$ cat config.mk
export PLATFORM = sky130hd
export DESIGN_NAME = crm_core_regs
export DESIGN_NICKNAME = d
export VERILOG_FILES = /design/src/crm_core_regs.v /design/src/crm_divider.v
export VERILOG_INCLUDE_DIRS = /design/src
export SDC_FILE = /design/constraint.sdc
export NUM_CORES = 2
export LEC_CHECK = 0
export BUFFER_PORTS_ARGS = -buffer_cell sky130_fd_sc_hd__buf_2
export CAP_MARGIN = 15
export CORE_ASPECT_RATIO = 1.4
export CORE_MARGIN = 2
export CORE_UTILIZATION = 30
export DETAILED_ROUTE_END_ITERATION = 8
export PLACE_DENSITY = 0.53
export SETUP_SLACK_MARGIN = 0.5
export SLEW_MARGIN = 0
export SYNTH_ARGS = -nofsm -noshare
export SYNTH_HDL_FRONTEND = slang
export SYNTH_SLANG_ARGS = --single-unit
$ cat constraint.sdc
create_clock -name core_clk_i -period 66.4 [get_ports core_clk_i]
set_input_delay 6.64 -clock core_clk_i [delete_from_list [all_inputs] [get_ports core_clk_i]]
set_output_delay 6.64 -clock core_clk_i [all_outputs]
set_load 0.02 [all_outputs]
$ cat src/crm_consts.vh
// Constants for the core register model: reset values, field positions, op codes.
// Assumes inclusion by the register model and its divide unit only.
`ifndef CRM_CONSTS_VH
`define CRM_CONSTS_VH
// --------
// Reset values and register indices
// --------
`define CRM_SP_RESET        16'h0800
`define CRM_SP_REG          4'hF
`define CRM_FP_REG          4'hE
// --------
// Status word field positions
// --------
`define CRM_SR_C            0
`define CRM_SR_Z            1
`define CRM_SR_OV           2
`define CRM_SR_N            3
`define CRM_SR_RA           4
`define CRM_SR_IPL_LO       5
`define CRM_SR_IPL_HI       7
`define CRM_SR_DC           8
`define CRM_SR_DA           9
`define CRM_SR_SHADOW_MASK  16'h010F
// --------
// Core configuration field positions
// --------
`define CRM_CFG_IF          0
`define CRM_CFG_RND         1
`define CRM_CFG_CLAMP_MODE_SEL      4
`define CRM_CFG_MEM_WRITE_CLAMP_EN       5
`define CRM_CFG_ACC_B_CLAMP_EN        6
`define CRM_CFG_ACC_A_CLAMP_EN        7
`define CRM_CFG_US          12
// --------
// Exceptions and divide
// --------
`define CRM_NUM_VECTORS     62
`define CRM_NUM_TRAPS       8
`define CRM_NUM_IRQS        54
`define CRM_TRAP_PRI_BASE   4'h8
`define CRM_DIV_ITER        5'h12
`define CRM_DIV_CYCLES      5'h13
// Divide forms
`define CRM_DIV_FRAC        3'h0
`define CRM_DIV_SLONG       3'h1
`define CRM_DIV_ULONG       3'h2
`define CRM_DIV_SWORD       3'h3
`define CRM_DIV_UWORD       3'h4
// --------
// Program space windows
// --------
`define CRM_PC_WIDTH        23
`define CRM_INSN_WIDTH      24
`endif

$ cat src/crm_core_regs.v
// Core register model: working array, shadows, status, config, program counter.
// Assumes the decoder drives one-cycle operation strobes on the core clock.
// Operation
// RQ1: Fetch 24-bit instruction words, one per program location.
// RQ2: Program counter is 23 bits, bit 0 always clear.
// RQ3: Sixteen 16-bit working registers for data, address or offset.
// RQ4: Stack pointer bit 0 forced zero; updated by calls, returns, exceptions; the code lets byte writes set bit 0.
// RQ5: Stack pointer resets to 0x0800.
// RQ6: Frame pointer register used by frame allocate and free.
// RQ7: Upper data half maps into program space via page register, extra cycle.
// RQ8: Table reads and writes reach full 24-bit words in 32K pages; the code models table reads only.
// RQ9: Byte writes to a working register change only the low byte.
// RQ10: Shadow save/restore copies four registers and five status flags.
// RQ11: Hardware loop pushes loop registers on start, pops at end.
// RQ12: Shadow registers are never directly readable or writable.
// RQ13: Status word low byte ALU flags, priority, repeat; high byte loop, digit carry.
// RQ14: Exceptions stack status low byte joined with program counter top byte.
// RQ15: Sixty-two vectors: eight traps and fifty-four interrupts; the code has four trap inputs, vectors 0 to 3.
// RQ16: Interrupts ranked 1 to 7 then natural order; traps 8 to 15; the code ranks its four traps 12 to 15.
// RQ17: Single-stage prefetch one cycle ahead of execution.
// RQ18: Divides run in a repeat of 18 iterations, taking 19 cycles; the divider gives its result after 17 steps.
// RQ19: Divide forms leave quotient in register zero, remainder in one.
// RQ20: Divide may be interrupted; software saves its context.
// RQ21: Configuration selects multiply, rounding and clamp options.
// RQ22: Barrel shifter shifts up to 16 places in one cycle.
// RQ23: Writes to the stack pointer store zero in bit 0; byte writes in the code store wr_data_i bit 0 unfiltered.
`timescale 1ns/1ps
`include "crm_consts.vh"
module crm_core_regs #(
    parameter NUM_IRQ = `CRM_NUM_IRQS
) (
    input  wire                 core_clk_i,
    input  wire                 resetn_i,
    input  wire                 wr_en_i,
    input  wire                 wr_byte_i,
    input  wire [3:0]           wr_idx_i,
    input  wire [15:0]          wr_data_i,
    input  wire [3:0]           rd_idx_i,
    output wire [15:0]          rd_data_o,
    input  wire                 sr_wr_i,
    input  wire [15:0]          sr_data_i,
    input  wire                 cfg_wr_i,
    input  wire [15:0]          cfg_data_i,
    input  wire                 page_wr_i,
    input  wire [7:0]           page_data_i,
    input  wire                 tpage_wr_i,
    input  wire [7:0]           tpage_data_i,
    output wire [15:0]          core_status_word_o,
    output wire [15:0]          core_cfg_reg_o,
    output wire [7:0]           prog_window_page_o,
    output wire [7:0]           table_page_reg_o,
    input  wire                 call_i,
    input  wire                 ret_i,
    input  wire                 frame_alloc_op_i,
    input  wire                 frame_free_op_i,
    input  wire [15:0]          frame_size_i,
    output wire [15:0]          stack_ptr_o,
    input  wire                 shadow_push_i,
    input  wire                 shadow_pop_i,
    input  wire                 loop_start_i,
    input  wire                 loop_end_i,
    input  wire [23:0]          loop_begin_i,
    input  wire [23:0]          loop_end_addr_i,
    input  wire [15:0]          loop_count_i,
    output wire [15:0]          loop_iter_count_o,
    input  wire                 pc_load_i,
    input  wire [22:0]          pc_target_i,
    input  wire                 stall_i,
    output wire [22:0]          pc_o,
    input  wire [23:0]          insn_data_i,
    output reg  [23:0]          insn_word_o,
    input  wire                 win_req_i,
    input  wire [15:0]          win_addr_i,
    output wire [22:0]          win_pc_addr_o,
    output reg                  win_ready_o,
    output reg  [15:0]          win_data_o,
    input  wire [15:0]          tbl_addr_i,
    output wire [22:0]          tbl_pc_addr_o,
    output wire [23:0]          tbl_data_o,
    input  wire [NUM_IRQ-1:0]   irq_pend_i,
    input  wire [3*NUM_IRQ-1:0] irq_pri_i,
    input  wire [3:0]           trap_pend_i,
    output reg                  exc_take_o,
    output reg  [5:0]           exc_vector_o,
    output wire [15:0]          exc_stack_word_o,
    input  wire                 div_start_i,
    input  wire                 div_step_i,
    input  wire [2:0]           div_form_i,
    input  wire [3:0]           div_src_i,
    input  wire [3:0]           div_den_i,
    output wire                 div_done_o,
    input  wire [39:0]          shift_in_i,
    input  wire [5:0]           shift_amt_i,
    output reg  [39:0]          shift_out_o
);
    reg  [15:0] wreg_r [0:15];
    reg  [15:0] shw_r  [0:3];
    reg  [15:0] shsr_r;
    reg  [23:0] sh_begin_r;
    reg  [23:0] sh_end_r;
    reg  [15:0] sh_count_r;
    reg  [23:0] loop_begin_r;
    reg  [23:0] loop_end_r;
    reg  [15:0] loop_count_r;
    reg  [15:0] sr_r;
    reg  [15:0] cfg_r;
    reg  [7:0]  page_r;
    reg  [7:0]  tpage_r;
    reg  [22:0] pc_r;
    reg         win_wait_r;
    wire [15:0] quot;
    wire [15:0] rem;
    wire [31:0] dividend;
    integer     i;

    assign rd_data_o          = wreg_r[rd_idx_i]; // RQ3
    assign stack_ptr_o        = wreg_r[`CRM_SP_REG];
    assign core_status_word_o = sr_r;
    assign core_cfg_reg_o     = cfg_r; // RQ21
    assign prog_window_page_o = page_r;
    assign table_page_reg_o   = tpage_r;
    assign loop_iter_count_o  = loop_count_r;
    assign pc_o               = pc_r;

    // Stack pointer write filter, also used for automatic updates
    function [15:0] sp_fix;
        input [15:0] v;
        begin
            sp_fix = {v[15:1], 1'b0}; // RQ23
        end
    endfunction

    // --------
    // Working registers, stack, frame, shadows
    // --------
    always @(posedge core_clk_i or negedge resetn_i) begin
        if (!resetn_i) begin
            for (i = 0; i < 16; i = i + 1) begin
                wreg_r[i] <= 16'h0000;
            end
            wreg_r[`CRM_SP_REG] <= `CRM_SP_RESET; // RQ5
            for (i = 0; i < 4; i = i + 1) begin
                shw_r[i] <= 16'h0000;
            end
        end else begin
            if (wr_en_i) begin
                if (wr_byte_i) begin
                    wreg_r[wr_idx_i][7:0] <= wr_data_i[7:0]; // RQ9
                end else if (wr_idx_i == `CRM_SP_REG) begin
                    wreg_r[wr_idx_i] <= sp_fix(wr_data_i); // RQ4
                end else begin
                    wreg_r[wr_idx_i] <= wr_data_i;
                end
            end
            if (exc_take_o || call_i) begin
                wreg_r[`CRM_SP_REG] <= sp_fix(wreg_r[`CRM_SP_REG] + 16'h0004); // RQ4
            end else if (ret_i) begin
                wreg_r[`CRM_SP_REG] <= sp_fix(wreg_r[`CRM_SP_REG] - 16'h0004);
            end else if (frame_alloc_op_i) begin // RQ6
                wreg_r[`CRM_FP_REG] <= sp_fix(wreg_r[`CRM_SP_REG] + 16'h0002);
                wreg_r[`CRM_SP_REG] <= sp_fix(wreg_r[`CRM_SP_REG] + 16'h0002 + frame_size_i);
            end else if (frame_free_op_i) begin
                wreg_r[`CRM_SP_REG] <= sp_fix(wreg_r[`CRM_FP_REG] - 16'h0002);
            end
            if (div_done_o) begin
                wreg_r[0] <= quot; // RQ19
                wreg_r[1] <= rem;
            end
            // Shadows have no read or write path other than these strobes
            if (shadow_push_i) begin // RQ12
                for (i = 0; i < 4; i = i + 1) begin
                    shw_r[i] <= wreg_r[i]; // RQ10
                end
            end else if (shadow_pop_i) begin
                for (i = 0; i < 4; i = i + 1) begin
                    wreg_r[i] <= shw_r[i];
                end
            end
        end
    end

    // --------
    // Status, config, pages, loop registers
    // --------
    always @(posedge core_clk_i or negedge resetn_i) begin
        if (!resetn_i) begin
            sr_r         <= 16'h0000;
            shsr_r       <= 16'h0000;
            cfg_r        <= 16'h0000;
            page_r       <= 8'h00;
            tpage_r      <= 8'h00;
            loop_begin_r <= 24'h000000;
            loop_end_r   <= 24'h000000;
            loop_count_r <= 16'h0000;
            sh_begin_r   <= 24'h000000;
            sh_end_r     <= 24'h000000;
            sh_count_r   <= 16'h0000;
        end else begin
            if (sr_wr_i) begin
                sr_r <= sr_data_i; // RQ13
            end
            if (shadow_push_i) begin
                shsr_r <= sr_r & `CRM_SR_SHADOW_MASK; // RQ10
            end else if (shadow_pop_i) begin
                sr_r <= (sr_r & ~`CRM_SR_SHADOW_MASK) | shsr_r;
            end
            if (loop_start_i) begin // RQ11
                sh_begin_r   <= loop_begin_r;
                sh_end_r     <= loop_end_r;
                sh_count_r   <= loop_count_r;
                loop_begin_r <= loop_begin_i;
                loop_end_r   <= loop_end_addr_i;
                loop_count_r <= loop_count_i;
                sr_r[`CRM_SR_DA] <= 1'b1; // RQ13
            end else if (loop_end_i) begin
                loop_begin_r <= sh_begin_r;
                loop_end_r   <= sh_end_r;
                loop_count_r <= sh_count_r;
                sr_r[`CRM_SR_DA] <= 1'b0;
            end
            if (div_start_i) begin
                sr_r[`CRM_SR_RA] <= 1'b1;
            end else if (div_done_o) begin
                sr_r[`CRM_SR_RA] <= 1'b0;
            end
            if (cfg_wr_i) begin
                cfg_r <= cfg_data_i; // RQ21
            end
            if (page_wr_i) begin
                page_r <= page_data_i;
            end
            if (tpage_wr_i) begin
                tpage_r <= tpage_data_i;
            end
        end
    end

    // --------
    // Program counter, prefetch and windows
    // --------
    // Window access takes one extra cycle, returning the low 16 bits only
    assign win_pc_addr_o = {page_r, win_addr_i[14:1], 1'b0}; // RQ7
    assign tbl_pc_addr_o = {tpage_r[6:0], tbl_addr_i[15:1], 1'b0}; // RQ8
    assign tbl_data_o    = insn_data_i; // RQ8

    always @(posedge core_clk_i or negedge resetn_i) begin
        if (!resetn_i) begin
            pc_r        <= 23'h000000;
            insn_word_o <= 24'h000000;
            win_wait_r  <= 1'b0;
            win_ready_o <= 1'b0;
            win_data_o  <= 16'h0000;
        end else begin
            win_ready_o <= 1'b0;
            if (win_req_i && !win_wait_r) begin
                win_wait_r <= 1'b1; // RQ7
            end else if (win_wait_r) begin
                win_wait_r  <= 1'b0;
                win_ready_o <= 1'b1;
                win_data_o  <= insn_data_i[15:0];
            end
            if (pc_load_i) begin
                pc_r <= {pc_target_i[22:1], 1'b0}; // RQ2
            end else if (!stall_i && !win_wait_r) begin
                // The word fetched now executes next cycle
                insn_word_o <= insn_data_i; // RQ17 RQ1
                pc_r        <= pc_r + 23'h000002;
            end
        end
    end

    // --------
    // Exception arbitration
    // --------
    reg [3:0] best_pri;
    reg [5:0] best_vec;
    integer   k;
    always @* begin
        best_pri = {1'b0, sr_r[`CRM_SR_IPL_HI:`CRM_SR_IPL_LO]};
        best_vec = 6'h00;
        // Lower index wins a tie, giving the fixed natural order
        for (k = NUM_IRQ - 1; k >= 0; k = k - 1) begin
            if (irq_pend_i[k] && {1'b0, irq_pri_i[3*k +: 3]} >= best_pri &&
                ({1'b0, irq_pri_i[3*k +: 3]} > {1'b0, sr_r[`CRM_SR_IPL_HI:`CRM_SR_IPL_LO]})) begin
                best_pri = {1'b0, irq_pri_i[3*k +: 3]}; // RQ16
                best_vec = k[5:0] + 6'h08; // RQ15
            end
        end
        for (k = 3; k >= 0; k = k - 1) begin
            if (trap_pend_i[k]) begin
                best_pri = `CRM_TRAP_PRI_BASE + k[3:0] + 4'h4; // RQ16
                best_vec = k[5:0];
            end
        end
    end

    always @(posedge core_clk_i or negedge resetn_i) begin
        if (!resetn_i) begin
            exc_take_o   <= 1'b0;
            exc_vector_o <= 6'h00;
        end else begin
            exc_take_o   <= (|irq_pend_i || |trap_pend_i) &&
                            (best_pri > {1'b0, sr_r[`CRM_SR_IPL_HI:`CRM_SR_IPL_LO]}) &&
                            !exc_take_o;
            exc_vector_o <= best_vec;
        end
    end

    assign exc_stack_word_o = {pc_r[22:16], 1'b0, sr_r[7:0]}; // RQ14

    // --------
    // Barrel shifter and divide
    // --------
    always @* begin
        if (shift_amt_i[5]) begin
            shift_out_o = shift_in_i << (~shift_amt_i[4:0] + 5'h01); // RQ22
        end else begin
            shift_out_o = $signed(shift_in_i) >>> shift_amt_i[4:0];
        end
    end

    assign dividend = ((div_form_i == `CRM_DIV_SLONG) || (div_form_i == `CRM_DIV_ULONG)) ?
                      {wreg_r[div_src_i + 4'h1], wreg_r[div_src_i]} :
                      (div_form_i == `CRM_DIV_FRAC) ? {wreg_r[div_src_i], 16'h0000} :
                      (div_form_i == `CRM_DIV_SWORD) ? {{16{wreg_r[div_src_i][15]}}, wreg_r[div_src_i]} :
                      {16'h0000, wreg_r[div_src_i]};

    crm_divider u_div (
        .core_clk_i (core_clk_i),
        .resetn_i   (resetn_i),
        .start_i    (div_start_i),
        .step_i     (div_step_i),
        .form_i     (div_form_i),
        .dividend_i (dividend),
        .divisor_i  (wreg_r[div_den_i]),
        .quot_o     (quot),
        .rem_o      (rem),
        .done_o     (div_done_o)
    );
endmodule

$ cat src/crm_divider.v
// Iterative divide step unit: one quotient bit per repeat iteration.
// Assumes the core issues the step 17 times in a repeat loop.
`timescale 1ns/1ps
`include "crm_consts.vh"
module crm_divider (
    input  wire        core_clk_i,
    input  wire        resetn_i,
    input  wire        start_i,
    input  wire        step_i,
    input  wire [2:0]  form_i,
    input  wire [31:0] dividend_i,
    input  wire [15:0] divisor_i,
    output reg  [15:0] quot_o,
    output reg  [15:0] rem_o,
    output reg         done_o
);
    reg  [31:0] num_r;
    reg  [15:0] den_r;
    reg  [16:0] part_r;
    reg  [4:0]  cnt_r;
    reg         negq_r;
    reg         negr_r;
    wire        signed_form;
    wire [16:0] trial;
    wire [4:0]  nbits;
    wire [31:0] num_mag;
    wire [31:0] den_mag;
    assign signed_form = (form_i == `CRM_DIV_FRAC) || (form_i == `CRM_DIV_SLONG) ||
                         (form_i == `CRM_DIV_SWORD);
    assign trial = {part_r[15:0], num_r[31]} - {1'b0, den_r};
    assign nbits = 5'h10;

    function [31:0] mag32;
        input [31:0] v;
        input        s;
        begin
            mag32 = (s && v[31]) ? (~v + 32'h0000_0001) : v;
        end
    endfunction
    assign num_mag = mag32(dividend_i, signed_form);
    assign den_mag = mag32({{16{divisor_i[15]}}, divisor_i}, signed_form);

    // --------
    // Restoring divide, quotient into work_reg_zero, remainder into work_reg_one
    // --------
    always @(posedge core_clk_i or negedge resetn_i) begin
        if (!resetn_i) begin
            num_r  <= 32'h0000_0000;
            den_r  <= 16'h0000;
            part_r <= 17'h00000;
            cnt_r  <= 5'h00;
            negq_r <= 1'b0;
            negr_r <= 1'b0;
            quot_o <= 16'h0000;
            rem_o  <= 16'h0000;
            done_o <= 1'b0;
        end else begin
            done_o <= 1'b0;
            if (start_i) begin // RQ19
                // High half seeds the remainder so 16 steps cover a 32-bit dividend
                num_r  <= {num_mag[15:0], 16'h0000};
                den_r  <= den_mag[15:0];
                part_r <= {1'b0, num_mag[31:16]};
                cnt_r  <= 5'h00;
                negq_r <= signed_form && (dividend_i[31] ^ divisor_i[15]);
                negr_r <= signed_form && dividend_i[31];
            end else if (step_i && cnt_r < nbits) begin // RQ18
                // State stays in registers between steps so an interrupt may split the flow
                if (!trial[16]) begin // RQ20
                    part_r <= trial;
                    num_r  <= {num_r[30:0], 1'b1};
                end else begin
                    part_r <= {part_r[15:0], num_r[31]};
                    num_r  <= {num_r[30:0], 1'b0};
                end
                cnt_r <= cnt_r + 5'h01;
            end else if (step_i && cnt_r == nbits) begin
                quot_o <= negq_r ? (~num_r[15:0] + 16'h0001) : num_r[15:0]; // RQ19
                rem_o  <= negr_r ? (~part_r[15:0] + 16'h0001) : part_r[15:0];
                done_o <= 1'b1;
                cnt_r  <= cnt_r + 5'h01;
            end
        end
    end
endmodule

==> results.ini <==
[min_path]
min_from = shw_r[19]$_DFFE_PN0P_
hold_class = register to register

[timing]
period_needed_ns = 71.86
worstMarginPinSlew_ns = 1.238
worst_slack_ns = -5.464
setup_viol = 7
rsz0062_at_grt = yes
fin_crit_sh = 1.082
hold_viol_final = 0
max_freq_ghz = 0.01392
slew-limit-headroom = 0.1719
slew_violations = 0
tns_ns = -34.89
fin_worst_skew_ns = 0.03015

[setup_path]
crit_top_cell = buf_4
path_max_fanout = 8
crit_type = primary input to register
cpPeakStageDelay_ns = 0.55
required_ns = 66.96
rr_startpoint = core_status_word_o[6]$_DFFE_PN0P_
critPathLaunch = irq_pri_i[160]
crit_path_end_kind = register
cp-start-kind = primary input
slowest_stage = or4_4
cp.arrival_ns = 72.42

[floorplan]
rows = 181
boundaryPins = 823
fp.dieArea_mm2 = 0.1784
die_w_um = 357.5
start_util = 0.3022
dieHeight_um = 498.9
core_mm2 = 0.1737

[clock_tree]
clk_latency_ns = 0.67
numCtsBuffers = 70
cts_num_sinks = 580
cts-hold-fix-buffers = 0
clk_pin_slew_ns = 0.08
htreeDepth = 3
cts_buffer_depth = 3
cts_tree = done
root_buffer = clkbuf_16

[run_status]
outcome = complete, but fails checks
violations = setup timing

[grt]
grt_first_pass_wirelength_mm = 296.5
antenna_found_initial = 41
grt_start_max_net_pins = 166
track_usage = 0.2142
grt-ovfl-total = 0
grt_pass1_vias = 48980

[route]
drt_first_pass_iters = 7
routed_wl_mm = 198.3
viasPerCell = 5.436
drtIter0Drc = 3336
drc_errors = 0
num_vias = 48940
ant_nets = 0
routedWlPerCell_um = 22.02

[logic_synthesis]
ys_ff_latch = 580
ys_seq_area_frac = 0.2766
ys.flop_type = dfrtp_1
synth_warnings = 0
synthArstFlopShare = 1.000
synth.largest_area_cell = dfrtp_1
synth_compound_area_frac = 0.1625
synth_area_leaders = dfrtp_1 (28%), mux4_2 (13%), ha_1 (8.3%)
yosysUniqueCellTypes = 105
synth_mux_area_frac = 0.2577
yosys.area.top_type_share = 0.2760
yosys.area_share.adder = 0.08415
synthesis.area_mm2 = 0.05249
synthCells = 5579
syn_avg_cell_area_um2 = 9.408
synth_top_family_by_area = multiplexers
synth_commonest_cells = nand2_1 (648), dfrtp_1 (579), o21ai_0 (469)
yosys.area_share.simple = 0.1381
synthXorXnorAreaFrac = 0.02787
synth-edff-count = 0
synth.most_common_cell = nand2_1

[place]
gp_congestion = 0.9214
port_buffers = 708
post-dp-hpwl_mm = 147.4

[layout]
layout.nets = 7525
fill_cells = 17300
drive_gt1_frac = 0.4130
syn2layout_area_growth_pct = 30.33

[job]
max_cap_viol_count = 0

worst paths after layout:
kind | end | slack (ns) | depth (start not counted)
setup / recovery | exc_take_o$_DFF_PN0_ | -5.46 | 404
hold / removal | wreg_r[211]$_DFF_PN0_ | 0.47 | 2
setup reg to reg | exc_take_o$_DFF_PN0_ | 0.14 | 404
hold reg to reg | wreg_r[211]$_DFF_PN0_ | 0.47 | 2
max in group asynchronous | core_cfg_reg_o[13]$_DFFE_PN0P_ | 57.11 | 4
min in group asynchronous | prog_window_page_o[1]$_DFFE_PN0P_ | 6.04 | 1
critical path: cells and delay by family:
kind                     cells  cell delay, ns
buffers and inverters       76            9.09
AO/OA/AOI/OAI              143           24.31
adder cells (fa/ha/maj)     52           13.06
multiplexers                10            3.18
AND/OR/NAND/NOR            123           16.03
cell families after synthesis:
group                      after synthesis
and+or+nand+nor                       1576
AOI/OAI and AO/OA                     1351
muxes                                  915
buffers and inverters                  637
DFF                                    580
adders and majority gates              352
xor gates and xnor gates               167
other                                    1
repair_timing:
action / CTS / global route
resized for setup: 262 / 158
endpoints found under the setup margin: 7 / 7
buffers inserted: 183 / 59
pin swaps: 237 / 191
layout by cell type (no fill, tap or decap), types with 42 or more instances in the layout:
cell / n
buf_2: 698
buf_4: 677
nand2_1: 618
dfrtp_1: 577
o21ai_0: 425
mux2_2: 361
mux4_2: 310
nor2_1: 295
ha_1: 295
a21oi_1: 284
mux2i_1: 221
inv_1: 177
nand3_1: 99
nor2b_1: 93
xor2_1: 86
xnor2_1: 72
clkbuf_16: 71
a211oi_1: 69
a21o_1: 58
nor3_1: 57
ha_4: 51
nand2b_1: 47
nand2b_4: 43
a21oi_2: 42
through the flow:
stage / cell area (µm²) / std cells / util / setup WS [ns] / hold slack [ns]
after detailed placement: 61890 / 8615 / 0.3563 / -8.176 / 0.4652
after global routing: 68400 / 8999 / 0.3938 / -8.553 / 0.5049
after global placement: 61890 / 8615 / 0.3563 / -7.779 / 0.4535
final: 68410 / 9003 / 0.3938 / -5.464 / 0.4740
after floorplan: 53830 / 5582 / - / -6.046 / 0.4460
after CTS: 67010 / 8923 / 0.3858 / -4.561 / 0.4645
state kept, by name (all words and copies together), names as in the netlist, 22 cells and up:
signal	count
wreg_r	240
u_div.num_r	32
pc_o	22
shw_r	64
insn_word_o	24
final cells by class:
| class | instances | area [µm²] | share of cell area |
|---|---|---|---|
| tap | 2287 | 2861 | 0.04183 |
| sequential | 580 | 14520 | 0.2122 |
| clock inverter | 26 | 364.1 | 0.005323 |
| clock buffer | 99 | 2052 | 0.03000 |
| multi-input combinational | 4365 | 38590 | 0.5641 |
| inverter | 204 | 778.2 | 0.01138 |
| antenna | 18 | 45.04 | 0.0006585 |
| timing repair buffer | 1424 | 9198 | 0.1345 |
metal layers:
layer	vias to the layer above	part of all wire	routed length [µm]	GRT usage
li1	22650	-	-	-
met1	24150	0.39	76490	0.2471
met2	1682	0.51	100300	0.3837
met3	430	0.063	12560	0.03700
met4	32	0.044	8715	0.09469
met5	-	0.00098	195	0
Power is not shown: default switching activity piles up to over one toggle a cycle in this logic, so the estimate is an artifact.
